[config.mk]
export PLATFORM = sky130hd
export DESIGN_NAME = system_clock_select_divide
export DESIGN_NICKNAME = d
export VERILOG_FILES = /design/src/rtl/clock_select_pkg.sv /design/src/rtl/int_osc_model.sv /design/src/rtl/system_clock_select_divide.sv
export SDC_FILE = /design/constraint.sdc
export NUM_CORES = 1
export LEC_CHECK = 0
export BUFFER_PORTS_ARGS = -buffer_cell sky130_fd_sc_hd__buf_2
export CORE_ASPECT_RATIO = 0.8
export CORE_MARGIN = 4
export CORE_UTILIZATION = 30
export CTS_CLUSTER_DIAMETER = 80
export CTS_CLUSTER_SIZE = 28
export DETAILED_ROUTE_END_ITERATION = 8
export GPL_TIMING_DRIVEN = 0
export HOLD_SLACK_MARGIN = 0.15
export PLACE_DENSITY = 0.43
export SETUP_SLACK_MARGIN = 0.2
export SLEW_MARGIN = 20
export SYNTH_ARGS = -nofsm -noshare
export SYNTH_HDL_FRONTEND = slang
export SYNTH_SLANG_ARGS = --single-unit
[constraint.sdc]
create_clock -name clock -period 6.2 [get_ports clock]
set_input_delay 0 -clock clock [delete_from_list [all_inputs] [get_ports clock]]
set_output_delay 0 -clock clock [all_outputs]
set_load 0.05 [all_outputs]
[src/rtl/clock_select_pkg.sv]
/*
  Constants shared by the system clock select/divide block and its internal
  oscillator model: register addresses, field positions, reset values, codes.
  Assumes an 8-bit special function register port on one 125 MHz clock.
*/
`default_nettype none
package clock_select_pkg;
  // register addresses on the sfr port
  localparam logic [7:0] CTRL_ADDR     = 8'hbd;
  localparam logic [7:0] TRIM_ADDR     = 8'hbf;
  localparam logic [7:0] OSC_CTRL_ADDR = 8'ha9;
  // clock select register fields
  localparam int RDY_BIT  = 7;
  localparam int DIV_LSB  = 4;
  localparam int RSVD_BIT = 3;
  localparam int SEL_LSB  = 0;
  // internal oscillator control fields
  localparam int OSC_ON_BIT   = 7;
  localparam int SETTLED_BIT  = 6;
  localparam int SPREAD_BIT   = 3;
  localparam int PRESCALE_LSB = 0;
  // source codes
  localparam logic [2:0] SRC_INTERNAL = 3'h0;
  localparam logic [2:0] SRC_EXTERNAL = 3'h1;
  // reset values
  localparam logic [2:0] SEL_RESET      = SRC_INTERNAL;
  localparam logic [2:0] DIV_RESET      = 3'h0;
  localparam logic [1:0] PRESCALE_RESET = 2'h0;
  localparam logic       OSC_ON_RESET   = 1'b1;
  localparam logic       SPREAD_RESET   = 1'b0;
  localparam logic [7:0] TRIM_RESET     = 8'hdf;  // lands near 24.5 MHz
  // oscillator model: phase increment per 8 ns clock
  localparam logic [15:0] INC_FAST      = 16'h4e20;
  localparam int          INC_TRIM_SHIFT = 5;
  localparam int          DITHER_SHIFT   = 9;     // one step ~0.2 percent
  localparam logic [3:0]  STEP_LAST      = 4'hb;  // 12 steps x 32 = 384 cycles
  localparam logic [4:0]  STEP_CYCLES_LAST = 5'h1f;
  localparam logic [7:0]  APPLY_LIMIT    = 8'h80;
endpackage : clock_select_pkg
`default_nettype wire

[src/rtl/int_osc_model.sv]
/*
  Digital model of the trimmable internal oscillator with triangle dithering.
  Emits one-cycle ticks at the oscillator rate; assumes a 125 MHz clock well
  above that rate so every oscillator edge maps to a distinct clock cycle.
*/
`default_nettype none
module int_osc_model
  import clock_select_pkg::*;
(
  // clock and reset
  input  wire logic       clock,
  input  wire logic       rst,
  // controls
  input  wire logic       osc_on,
  input  wire logic       spread_on,
  input  wire logic [7:0] trim,
  // oscillator edge
  output var  logic       osc_tick
);
  import clock_select_pkg::*;

  typedef struct packed {
    logic [15:0] acc;
    logic [3:0]  step_idx;
    logic [4:0]  step_cnt;
    logic        tick;
  } osc_state_type;

  osc_state_type s_q;
  osc_state_type s_d;
  logic [15:0]   base_inc;
  logic [15:0]   dither;
  logic [15:0]   step_amt;
  logic [15:0]   incr;
  logic [16:0]   sum;
  logic [1:0]    mag;
  logic          neg;

  // larger trim, smaller increment, longer period
  assign base_inc = INC_FAST - ({8'h00, trim} << INC_TRIM_SHIFT);
  assign dither   = base_inc >> DITHER_SHIFT;

  // triangle: 0 1 2 3 2 1 0 -1 -2 -3 -2 -1, each held 32 ticks
  always_comb begin
    unique case (s_q.step_idx)
      4'h1, 4'h5: begin mag = 2'h1; neg = 1'b0; end
      4'h2, 4'h4: begin mag = 2'h2; neg = 1'b0; end
      4'h3:       begin mag = 2'h3; neg = 1'b0; end
      4'h7, 4'hb: begin mag = 2'h1; neg = 1'b1; end
      4'h8, 4'ha: begin mag = 2'h2; neg = 1'b1; end
      4'h9:       begin mag = 2'h3; neg = 1'b1; end
      default:    begin mag = 2'h0; neg = 1'b0; end
    endcase
  end

  // peak of three steps stays below the 0.75 percent band
  always_comb begin
    unique case (mag)
      2'h0: step_amt = 16'h0000;
      2'h1: step_amt = dither;
      2'h2: step_amt = dither << 1;
      2'h3: step_amt = dither + (dither << 1);
    endcase
    incr = neg ? base_inc - step_amt : base_inc + step_amt;
    sum  = {1'b0, s_q.acc} + {1'b0, incr};
  end

  // phase accumulator and dither stepping
  always_comb begin
    s_d      = s_q;
    s_d.tick = 1'b0;
    if (osc_on) begin
      s_d.acc  = sum[15:0];
      s_d.tick = sum[16];
    end
    if (!spread_on) begin
      s_d.step_idx = 4'h0;
      s_d.step_cnt = 5'h00;
    end else if (osc_on && sum[16]) begin
      s_d.step_cnt = s_q.step_cnt + 5'h01;
      if (s_q.step_cnt == STEP_CYCLES_LAST) begin
        s_d.step_idx = (s_q.step_idx == STEP_LAST) ? 4'h0 : s_q.step_idx + 4'h1;
      end
    end
  end

  always_ff @(posedge clock) begin
    if (rst) begin
      s_q <= '0;
    end else begin
      s_q <= s_d;
    end
  end

  assign osc_tick = s_q.tick;
endmodule // int_osc_model
`default_nettype wire

[src/rtl/system_clock_select_divide.sv]
/*
  System clock source select, internal oscillator post-scaler and 1..128
  power-of-two divider with registers on an 8-bit sfr port. Produces a
  one-cycle core clock tick per divided clock edge. Assumes the external
  oscillator pin is asynchronous and far slower than the 125 MHz clock.
*/
`default_nettype none
module system_clock_select_divide
  import clock_select_pkg::*;
#(
  parameter logic [7:0] TRIM_FACTORY = clock_select_pkg::TRIM_RESET
) (
  // clock and reset
  input  wire logic       clock,
  input  wire logic       rst,
  // special function register port
  input  wire logic [7:0] sfr_addr,
  input  wire logic       sfr_wr,
  input  wire logic [7:0] sfr_wdata,
  input  wire logic       sfr_rd,
  output var  logic [7:0] sfr_rdata,
  // external oscillator pin
  input  wire logic       ext_osc_pin,
  // divided core clock
  output var  logic       core_clock_tick,
  output var  logic [2:0] core_source_active
);
  import clock_select_pkg::*;

  typedef struct packed {
    logic [2:0] sel_req;
    logic [2:0] div_req;
    logic [2:0] div_app;
    logic       rdy;
    logic       osc_on;
    logic       spread;
    logic [1:0] prescale;
    logic [7:0] trim;
    logic [1:0] ext_sync;
    logic       ext_prev;
    logic [2:0] pre_cnt;
    logic [2:0] active;
    logic       seen_old;
    logic       seen_new;
    logic [6:0] div_cnt;
    logic       core_tick;
    logic [7:0] rdata;
  } clk_state_type;

  clk_state_type s_q;
  clk_state_type s_d;
  logic          int_tick;
  logic          pre_tick;
  logic          ext_tick;
  logic [2:0]    pre_mask;
  logic [6:0]    div_mask;
  logic [2:0]    target;
  logic          old_tick;
  logic          new_tick;
  logic          switch_now;
  logic          src_tick;
  logic          boundary;
  logic          ctrl_wr;

  int_osc_model u_osc (
    .clock     (clock),
    .rst       (rst),
    .osc_on    (s_q.osc_on),
    .spread_on (s_q.spread),
    .trim      (s_q.trim),
    .osc_tick  (int_tick)
  );

  // post-scaler: 00 /8, 01 /4, 10 /2, 11 /1
  assign pre_mask = 3'h7 >> s_q.prescale;
  assign pre_tick = int_tick && ((s_q.pre_cnt & pre_mask) == pre_mask);
  // external edge seen only after the second sync stage
  assign ext_tick = s_q.ext_sync[1] && !s_q.ext_prev;

  // reserved codes leave the running source alone
  assign target = (s_q.sel_req == SRC_INTERNAL || s_q.sel_req == SRC_EXTERNAL) ? s_q.sel_req
                                                                              : s_q.active;
  assign old_tick = (s_q.active == SRC_EXTERNAL) ? ext_tick : pre_tick;
  assign new_tick = (target == SRC_EXTERNAL) ? ext_tick : pre_tick;
  // wait for an edge of both sources, i.e. one period of the slower
  assign switch_now = (target != s_q.active) && (s_q.seen_old || old_tick) && (s_q.seen_new || new_tick);
  assign src_tick   = old_tick && !switch_now;

  // boundary of the running division: new value only lands here, no runt pulse
  assign div_mask = 7'h7f >> (3'h7 - s_q.div_app);
  assign boundary = src_tick && ((s_q.div_cnt & div_mask) == div_mask);
  assign ctrl_wr  = sfr_wr && sfr_addr == CTRL_ADDR;

  // next state
  always_comb begin
    s_d           = s_q;
    s_d.core_tick = boundary;
    s_d.ext_sync  = {s_q.ext_sync[0], ext_osc_pin};
    s_d.ext_prev  = s_q.ext_sync[1];
    if (int_tick) begin
      s_d.pre_cnt = s_q.pre_cnt + 3'h1;
    end
    // source switchover
    if (target == s_q.active) begin
      s_d.seen_old = 1'b0;
      s_d.seen_new = 1'b0;
    end else if (switch_now) begin
      s_d.active   = target;
      s_d.seen_old = 1'b0;
      s_d.seen_new = 1'b0;
      s_d.div_cnt  = 7'h00;
    end else begin
      s_d.seen_old = s_q.seen_old || old_tick;
      s_d.seen_new = s_q.seen_new || new_tick;
    end
    // divider and applied flag
    if (boundary) begin
      s_d.div_cnt = 7'h00;
      s_d.div_app = s_q.div_req;
      s_d.rdy     = 1'b1;
    end else if (src_tick) begin
      s_d.div_cnt = s_q.div_cnt + 7'h01;
    end
    // register writes; a divide change outranks a boundary that applied the old value
    if (ctrl_wr) begin
      s_d.sel_req = sfr_wdata[SEL_LSB +: 3];
      s_d.div_req = sfr_wdata[DIV_LSB +: 3];
      if (sfr_wdata[DIV_LSB +: 3] != s_q.div_req) begin
        s_d.rdy = 1'b0;
      end
    end
    if (sfr_wr && sfr_addr == TRIM_ADDR) begin
      s_d.trim = sfr_wdata;
    end
    if (sfr_wr && sfr_addr == OSC_CTRL_ADDR) begin
      s_d.osc_on   = sfr_wdata[OSC_ON_BIT];
      s_d.spread   = sfr_wdata[SPREAD_BIT];
      s_d.prescale = sfr_wdata[PRESCALE_LSB +: 2];
    end
    // registered read data, zero for unmapped addresses
    if (sfr_rd) begin
      unique case (sfr_addr)
        CTRL_ADDR:     s_d.rdata = {s_q.rdy, s_q.div_req, 1'b0, s_q.sel_req};
        TRIM_ADDR:     s_d.rdata = s_q.trim;
        OSC_CTRL_ADDR: s_d.rdata = {s_q.osc_on, s_q.osc_on, 2'b00, s_q.spread, 1'b0, s_q.prescale};
        default:       s_d.rdata = 8'h00;
      endcase
    end
  end

  // state register; trim strap value comes in as a constant parameter
  always_ff @(posedge clock) begin
    if (rst) begin
      s_q          <= '0;
      s_q.sel_req  <= SEL_RESET;
      s_q.active   <= SEL_RESET;
      s_q.div_req  <= DIV_RESET;
      s_q.div_app  <= DIV_RESET;
      s_q.osc_on   <= OSC_ON_RESET;
      s_q.spread   <= SPREAD_RESET;
      s_q.prescale <= PRESCALE_RESET;
      s_q.trim     <= TRIM_FACTORY;
    end else begin
      s_q <= s_d;
    end
  end

  assign sfr_rdata          = s_q.rdata;
  assign core_clock_tick    = s_q.core_tick;
  assign core_source_active = s_q.active;

  // helper: source ticks spent waiting for a pending division
  logic [7:0] wait_ticks_q;
  always_ff @(posedge clock) begin
    if (rst || s_q.rdy) begin
      wait_ticks_q <= 8'h00;
    end else if (src_tick && wait_ticks_q != 8'hff) begin
      wait_ticks_q <= wait_ticks_q + 8'h01;
    end
  end
endmodule // system_clock_select_divide
`default_nettype wire

Yosys cells after proc, flatten, opt, wreduce, memory -nomap -nowiden
Memories as Yosys holds them, arrays and structs flattened. A register that Yosys moved wholly into a read port is not among the register bits.
Index checks and enable logic that the tools add are counted.
W data, S select, Z words.
- register bits: 75
- ROM bits: 48
- bits of input ports: 21
- output and inout bits: 12
- word-level logic and storage cells: 96
- memories: 1
- memories (memory ; depth ; width ; rd ports ; clocked after Yosys merged registers in ; write ports ; line ; RTL):
    (name not given) ; 16 ; 3 ; 1 ; 1 ; 0 ; int_osc_model.sv:45 ; unique case (s_q.step_idx)
- add/subtract/negate cells: 10
- eq/ne operators: 17
- shifts and indexed selects: 2
- multiplexer cells: 15
- bitwise logic cells: 5
- reduce and logical (&&, ||, !) cells: 25
- operators with widths (cell ; count):
    $pmux W16 S4 ; 1
    $eq A8 B8 Y1 const B ; 3
    $pmux W8 S3 ; 1
    $mux W7 ; 3
    $add A16 B16 Y17 ; 1
    $add A16 B16 Y16 ; 1
    $mux W16 ; 1
    $sub A15 B13 Y16 const A ; 1
    $sub A16 B16 Y16 ; 1
    $mux W4 ; 3
    $logic_and A1 B1 Y1 ; 10
    $add A7 B8 Y9 ; 1
    $eq A3 B1 Y1 const B ; 3
    $add A7 B1 Y7 const B ; 1
    $and A7 B7 Y7 ; 1
    $eq A7 B7 Y1 ; 1
    $shr A7 B3 Y7 const A ; 1
    $eq A3 B3 Y1 ; 2
    $ne A3 B3 Y1 ; 2
    $reduce_and A2 Y1 ; 3
    $reduce_or A2 Y1 ; 3
    $add A5 B1 Y5 const B ; 1
    $eq A5 B5 Y1 const B ; 1
    $mux W1 ; 5
    other kinds (17) ; 23

Depth between registers and ports, before layout
Gate-level depths: netlist (run 1).
- depth in word-level cells: 14
- gate-level depth with buffers: 30
- gate-level depth less buffers: 30

Cells and area by module
Synthesis (run 1) repeated with hierarchy kept, for this count alone.
- cell total of the unflattened synthesis: 711
- area total of the unflattened synthesis: 5865.6 µm²
- by module, submodules not included (module ; instances ; cells an instance ; area each (µm²) ; sequential area each (µm²)):
    int_osc_model ; 1 ; 440 ; 3478.3 ; 580.6
    system_clock_select_divide ; 1 ; 271 ; 2387.3 ; 980.9

Worst setup path after synthesis (run 1)
No wires, ideal clock.
- path kind: register to register
- start: reg s_q[28] (netlist name)
- end: reg u_osc.neg (netlist name)
- setup time: 0.060 ns
- arrival: 6.212 ns
- data required time: 6.140 ns
- slack: -0.072 ns
- stages on the path, launching flop included: 30
- buffers on the path: 0
- clock period less this slack: 6.272 ns
- path through: dfxtp_1 > inv_1 > ha_1 > nor2b_2 > or3_1 > nand2_1 > inv_2 > ha_1 > ha_1 > nand2b_1 > a21o_1 > a21o_1 > xor2_1 > a221o_1 > ha_1 > fa_1 > a21oi_1 > nor2_1 > and3_1 > a22oi_2 > xnor2_1 > ha_1 > a211oi_1 > a21oi_1 > a211oi_1 > a21oi_4 > nand2_1 > mux2_2 > nor3_1 > a41o_1
- cells in the longest elaborated chain, start to end: 10
- elaborated cells on any way between the ends: 11
- classes of those cells: add/sub (5); mux (4); reduce/logical (2)
- RTL lines (what ; line ; RTL):
    $sub A15 B13 Y16 (*) ; int_osc_model.sv:40 ; assign base_inc = INC_FAST - ({8'h00, trim} << INC_TRIM_SHIFT);
    $add A7 B8 Y9 ; int_osc_model.sv:62 ; 2'h3: step_amt = dither + (dither << 1);
    $pmux W16 S4 ; int_osc_model.sv:58 ; unique case (mag)
    $add A16 B16 Y16 or $sub A16 B16 Y16 (tied branches) ; int_osc_model.sv:64 ; incr = neg ? base_inc - step_amt : base_inc + step_amt;
    $mux W16 (*) ; int_osc_model.sv:64 ;
    $add A16 B16 Y17 (*) ; int_osc_model.sv:65 ; sum = {1'b0, s_q.acc} + {1'b0, incr};
    $logic_and A1 B1 Y1 (*) ; int_osc_model.sv:79 ; end else if (osc_on && sum[16]) begin
    $reduce_and A2 Y1 (no source line) (*) ; n/a ;
    $mux W4 (no source line) (*) (2 in series) ; n/a ;
Every way passes the cells marked *; elsewhere a longest branch is shown, timed or not. The select of a mux whose other input is x is not followed.
A chain may end at the register's enable or synchronous reset.

Worst setup path after layout (run 1)
- start: reg s_q[28] (netlist name)
- end: reg u_osc.neg (netlist name)
- cells in the longest elaborated chain, start to end: 10
- elaborated cells on any way between the ends: 11
- classes of those cells: add/sub (5); mux (4); reduce/logical (2)
- RTL lines (what ; line):
    $sub A15 B13 Y16 (*) ; int_osc_model.sv:40
    $add A7 B8 Y9 ; int_osc_model.sv:62
    $pmux W16 S4 ; int_osc_model.sv:58
    $add A16 B16 Y16 or $sub A16 B16 Y16 (tied branches) ; int_osc_model.sv:64
    $mux W16 (*) ; int_osc_model.sv:64
    $add A16 B16 Y17 (*) ; int_osc_model.sv:65
    $logic_and A1 B1 Y1 (*) ; int_osc_model.sv:79
    $reduce_and A2 Y1 (no source line) (*) ; n/a
    $mux W4 (no source line) (*) (2 in series) ; n/a
Marked as above.

==> results of run 1 <==
## power groups by stage
stage / registers [mW] / logic [mW] / clock network (mW)
3_3_place_gp: 0.530 / 0.0991 / 0
5_1_grt: 0.522 / 0.148 / 0.584
6_report: 0.520 / 0.134 / 0.542
3_5_place_dp: 0.530 / 0.100 / 0
4_1_cts: 0.519 / 0.118 / 0.566
2_1_floorplan: 0.528 / 0.0741 / 0
## kinds of logic (layout without fill, tap and decap cells)
group                      Yosys count  in the layout  share of synthesized area
xor gates and xnor gates            42             42                     0.0711
and+or+nand+nor                    230            230                      0.212
DFF                                 78             78                      0.296
muxes                               45             45                     0.0888
AOI/OAI and AO/OA                  135            135                      0.185
adders and majority gates           40             40                     0.0976
buffers and inverters               57            167                     0.0493
## state kept, by name, summed over array words and instances (netlist names), 2 cells and up
register / count
core_source_active: 3
s_d: 2
s_q: 35
sfr_rdata: 8
u_osc.mag: 2
u_osc.s_q: 25
## metal layers
layer / wire (um) / vias up / GRT usage
li1: - / 2424 / -
met1: 7720 / 2286 / 0.221
met2: 6320 / 83 / 0.218
met3: 520 / 15 / 0.0280
met4: 197 / 0 / 0.0423
met5: 0 / - / 0
## cell usage in the layout (no fill, tap or decap), types with 20 or more instances in the layout
| cell | synthesis | final |
|---|---|---|
| dfxtp_1 | 78 | 75 |
| mux2i_1 | 33 | 33 |
| buf_4 | 12 | 55 |
| nor2_1 | 79 | 74 |
| xnor2_1 | 33 | 30 |
| nand2_1 | 48 | 45 |
| a21oi_1 | 34 | 29 |
| buf_2 | 1 | 33 |
| ha_1 | 38 | 25 |
| inv_1 | 23 | 20 |
## layout make-up
cell class	count	area, sq um	area share
Multi-Input combinational cell	492	3870	0.555
Buffer	32	174	0.0250
Timing Repair Buffer	94	674	0.0968
Tap cell	225	282	0.0404
Clock inverter	6	50.0	0.00718
Clock buffer	10	250	0.0359
Inverter	25	101	0.0145
Sequential cell	78	1570	0.225
## repair_timing
| action | 4_1_cts | 5_1_grt |
|---|---|---|
| setup endpoints to repair | 21 | 16 |
| resized for setup | 43 | 42 |
| pin swaps | 28 | 43 |
| setup buffers | 29 | 18 |
| hold buffers | 15 | 0 |
| hold endpoints to repair | 32 | 0 |
## worst max path at each step
stage,from,depth (start not counted),slack [ps],endpoint
after floorplan,s_q[28],29,250,u_osc.mag[1]
after global placement,s_q[28],29,-820,u_osc.mag[1]
after detailed placement,s_q[28],29,-860,u_osc.mag[1]
after CTS,s_q[29],30,210,u_osc.neg
after global routing,s_q[28],30,30,u_osc.mag[1]
final,s_q[28],30,250,u_osc.neg
## critical path, delay by kind of cell (launching register included)
family | cells | cell delay (ps)
compound gates | 12 | 2510
xor+xnor | 4 | 650
fa+ha+maj | 4 | 1010
buf+inv | 6 | 880
flops | 1 | 350
simple gates | 4 | 430
==> impl_metrics.toml, run 1 <==
[logic_synthesis]
synth.net_count = 688
ys.flop_type = "dfxtp_1"
synthesis.area_sq_um = 5280
avgSynthCellArea_sq_um = 8.43
yosysMostFrequentCell = "nor2_1"
synthTopCellsByCount = "nor2_1, dfxtp_1, nand2_1, ha_1, a21oi_1"
synth.area.top_cells = "dfxtp_1, ha_1, mux2i_1"
yosysTopAreaCellShare = 0.296
netlist.top_cell.by_area = "dfxtp_1"
synthCells = 627
yosysSeqAreaShare = 0.296
synth_cell_types = 69
ys_ff_latch = 78
synth_enable_flop_cells = 0
synth-async-reset-ratio = 0
ys_warn_count = 0

[power]
p_comb_frac = 0.112
ir_worst_vdd_uv = 109
power_density_nw_per_um2 = 172
switching_share = 0.265
power_mw = 1.20
switchingPower_mw = 0.317
power_leakage_nw = 2.90
internal-power_mw = 0.880
pwr-share-clk = 0.453
seq_power_share = 0.435

[placement]
placed_cell_area_sq_um = 5750
portBuffers = 32
dp_hpwl_um = 10500
dp_cells = 884
dp_slack_ps = -860
gp_congestion = 0.848

[die]
coreArea_sq_um = 17300
die-area_sq_um = 19800
rows = 43
fp.dieW_um = 156
start_util = 0.305
die_y_um = 127
pin_count = 33

[route]
routedWlPerCell_um = 15.3
via_per_inst = 5.00
post-route-drc-count = 0
firstDrtPassIters = 5
num_vias = 4808
dr.first_iter.drc_count = 276
routed_wl_um = 14800
antenna_left = 0

[sta]
fmax_ghz = 0.168
period_share = 0.960
setup_ws_ps = 248
hold_violations = 0
skew_ps = 9.78
tns_ps = 0
relSlewSlack = 0.492
finalCriticalPeriod_ps = 5950
drv_slew = 0
timing.hold.ws_ps = 191
final-setup-viol-count = 0
grt_setup_unrepaired = "true"
tightest_slew_ps = 759

[setup_path]
crit_type = "register to register"
worstRegToRegCells = 30
critPathArrivalTime_ps = 6190
rrSetupSlack_ps = 250
worst-path-max-fanout = 6
critical_path.max_stage_delay_ps = 370
r2r-start = "s_q[28]"
crit_slowest_cell = "fa_2"
required_ps = 6430
start_kind = "register"
worst_setup_path_end_kind = "register"
rr_endpoint = "u_osc.neg"

[clock_network]
path_clk_slew_ps = 70
cts_made_buffers = 9
max-clock-path-buffers = 2
cts_max_level = 3
cts.sinks = 78
cts_tree = "done"
cts_root_buffer = "clkbuf_16"
insertion_delay_ps = 350

[global_route]
grt_overflow_total = 0
antenna_found_initial = 0
grt_use_total = 0.149
grt_pass1_wl_um = 23700
grt_max_degree = 16
grt_pass1_vias = 4572

[finish]
finalNonFillerCells = 962
drive_above_1_share = 0.278
fin_util = 0.402
nFillCells = 1725
antenna-diode-count = 0
fin_nets = 793
areaGrowthSynthToFinish_pct = 31.9
postLayoutCellArea_sq_um = 6970

[hold_path]
min_from = "sfr_addr[4]"
holdPathStages = 4
hold_end = "sfr_rdata[3]"
hp-class = "primary input to register"

[outcome]
run_status = "finished, final reports clean"

[run]
maxCapViolCount = 0
Note: power is estimated with default switching activity, not from simulation.
==> inputs of run 2 (changes only) <==
--- a/config.mk
+++ b/config.mk
@@ -9,6 +9,7 @@
 export CORE_ASPECT_RATIO = 0.8
 export CORE_MARGIN = 4
 export CORE_UTILIZATION = 30
+export CTS_BUF_LIST = sky130_fd_sc_hd__clkbuf_2 sky130_fd_sc_hd__clkbuf_4 sky130_fd_sc_hd__clkbuf_8
 export CTS_CLUSTER_DIAMETER = 80
 export CTS_CLUSTER_SIZE = 28
 export DETAILED_ROUTE_END_ITERATION = 8
@@ -19,4 +20,5 @@
 export SLEW_MARGIN = 20
 export SYNTH_ARGS = -nofsm -noshare
 export SYNTH_HDL_FRONTEND = slang
+export SYNTH_HIERARCHICAL = 1
 export SYNTH_SLANG_ARGS = --single-unit
==> constraint.sdc (replaced) <==
create_clock -name clock -period 6.2 [get_ports clock]
set_input_delay 0 -clock clock [delete_from_list [all_inputs] [get_ports clock]]
set_output_delay 0 -clock clock [all_outputs]
set_load 0.005 [all_outputs]
==> run 2 against run 1 <==
Effect of this change:
- routed wire length up 16%
- via count up 16%
- synthesized cell count up 13%
- hold slack got worse by 18 ps
- power fell by 12%
- final area is 9.1% higher
- global-route usage is 0.79 points higher
- critical path type unchanged
- critical endpoint is now u_osc/neg
==> impl_metrics.toml, run 2 <==
[setup_path]
required_ps = 6470
worst_setup_path_end_kind = "register"
worst-path-max-fanout = 5
crit_path_frequent_cell = "buf_4"
critical_path.max_stage_delay_ps = 560
crit_slowest_cell = "or4b_4"
r2r-start = "s_q[28]"
rrSetupSlack_ps = 330
critPathArrivalTime_ps = 6140
worstRegToRegCells = 31
crit_type = "register to register"
start_kind = "register"
rr_endpoint = "u_osc/neg"

[sta]
grt_setup_unrepaired = "true"
skew_ps = 10.1
finalCriticalPeriod_ps = 5870
tns_ps = 0
hold_violations = 0
tightest_slew_ps = 910
final-setup-viol-count = 0
period_share = 0.947
relSlewSlack = 0.387
fmax_ghz = 0.170
timing.hold.ws_ps = 173
drv_slew = 0
setup_ws_ps = 331

[finish]
fin_nets = 880
largest_register_ffs = 35
regMostFlops = "s_q"
fin_util = 0.398
multi_input_area_sq_um = 4460
layout_common_cells = "dfxtp_1, nand2_1, nor2_1"
nFillCells = 1932
areaGrowthSynthToFinish_pct = 29.6
postLayoutCellArea_sq_um = 7600
final_common_cell = "dfxtp_1"
finalNonFillerCells = 1081
seqCellArea_sq_um = 1580
drive_above_1_share = 0.277
antenna-diode-count = 0

[logic_synthesis]
ys_warn_count = 6
synth-async-reset-ratio = 0
synthMuxAreaShare = 0.0493
yosysMostFrequentCell = "dfxtp_1"
ys.flop_type = "dfxtp_1"
synthAdderAreaFrac = 0.0900
synth_compound_area_frac = 0.223
synth.net_count = 773
netlist.top_cell.by_area = "dfxtp_1"
synthCells = 711
synthesis.area_sq_um = 5870
synthTopCellsByCount = "dfxtp_1, nand2_1, nor2_1, a21oi_1, nand3_1"
synth_cell_types = 98
synth-simple-area-share = 0.257
yosysTopAreaCellShare = 0.266
avgSynthCellArea_sq_um = 8.25
synth_xor_area_frac = 0.0597
yosysSeqAreaShare = 0.266
synth.area.top_cells = "dfxtp_1, ha_1, nand2_1"
ys_ff_latch = 78
synth_enable_flop_cells = 0
synth_top_family_by_area = "simple AND/OR/NAND/NOR gates"

[route]
num_vias = 5555
post-route-drc-count = 0
antenna_left = 0
dr.first_iter.drc_count = 404
routed_wl_um = 17200
via_per_inst = 5.14
routedWlPerCell_um = 15.9
firstDrtPassIters = 5

[power]
ir_worst_vdd_uv = 90.1
power_density_nw_per_um2 = 138
power_mw = 1.05
power_leakage_nw = 3.21

[global_route]
grt_overflow_total = 0
met1_usage = 0.244
grt_max_degree = 15
grt_use_total = 0.157
met3_usage = 0.0283
antenna_found_initial = 0
grt_pass1_vias = 5253
grt_pass1_wl_um = 27700
grt.busiest_layer = "met1"
met2_usage = 0.221

[hold_path]
hp-class = "primary input to register"
hold_end = "s_q[35]"
holdPathStages = 5
min_from = "sfr_addr[3]"

[die]
rows = 45
die_y_um = 133
fp.dieW_um = 164
die-area_sq_um = 21900
pin_count = 33
start_util = 0.307
coreArea_sq_um = 19100

[clock_network]
cts.sinks = 78
cts_max_level = 3
cts_made_buffers = 9
cts_tree = "done"
cts_root_buffer = "clkbuf_8"
path_clk_slew_ps = 90
insertion_delay_ps = 390
max-clock-path-buffers = 2

[outcome]
run_status = "finished, final reports clean"

[placement]
portBuffers = 32
placed_cell_area_sq_um = 6400
dp_hpwl_um = 12800
gp_congestion = 0.841
dp_cells = 1001
dp_slack_ps = -1180

[run]
maxCapViolCount = 0
run 2: changes by cell type after synthesis, moves of 8 or more:
cell	before	now
nand3_1	20	42
nor3_1	10	21
nand3b_1	12	4
mux2i_1	33	23
nor2_1	79	64
nand2_1	48	69
a21oi_1	34	42
run 2: repair_timing:
action                     4_1_cts  5_1_grt
hold endpoints to repair        28        0
pin swaps                       36       30
setup buffers                   27       17
setup endpoints to repair       19       11
gates resized for setup         61       35
hold buffers                    21        0
run 2: how the worst max path moves through the flow:
stage,start,end,slack [ps],depth (start not counted)
floorplan,s_q[28],u_osc/neg,200,32
global placement,s_q[28],u_osc/neg,-1160,32
detailed placement,s_q[28],u_osc/neg,-1180,32
CTS,s_q[29],u_osc/neg,210,30
global route,s_q[28],u_osc/neg,100,30
finish,s_q[28],u_osc/neg,330,31
run 2: where the power goes:
part / switching [mW] / leakage [nW] / internal (mW)
Combinational: 0.0611 / 2.48 / 0.0586
Sequential: 0.00766 / 0.631 / 0.510
Clock: 0.221 / 0.101 / 0.194
run 2: final cells by class:
class	count	area share
Clock inverter	6	0.00905
Multi-Input combinational cell	567	0.587
Clock buffer	10	0.0173
Sequential cell	78	0.207
Timing Repair Buffer	97	0.0936
Buffer	33	0.0265
Tap cell	258	0.0425
Inverter	32	0.0169
run 2: kinds of logic (layout without fill, tap and decap cells):
group / Yosys count / in the layout
xor gates and xnor gates: 40 / 40
and+or+nand+nor: 286 / 286
AOI/OAI and AO/OA: 172 / 172
adders and majority gates: 41 / 41
buffers and inverters: 66 / 178
DFF: 78 / 78
muxes: 28 / 28
run 2: critical path: cells and delay by family, from the launching register on:
| family | cells | cell delay, ps |
|---|---|---|
| buffers and inverters | 8 | 860 |
| muxes | 1 | 250 |
| xor gates and xnor gates | 1 | 150 |
| adders and majority gates | 3 | 850 |
| AOI/OAI and AO/OA | 10 | 1620 |
| DFF | 1 | 360 |
| and+or+nand+nor | 8 | 1650 |
run 2: metal layers:
metal | share of wire | wire length, um
met1 | 0.53 | 9100
met2 | 0.42 | 7280
met3 | 0.037 | 639
met4 | 0.0096 | 165
met5 | 0 | 0
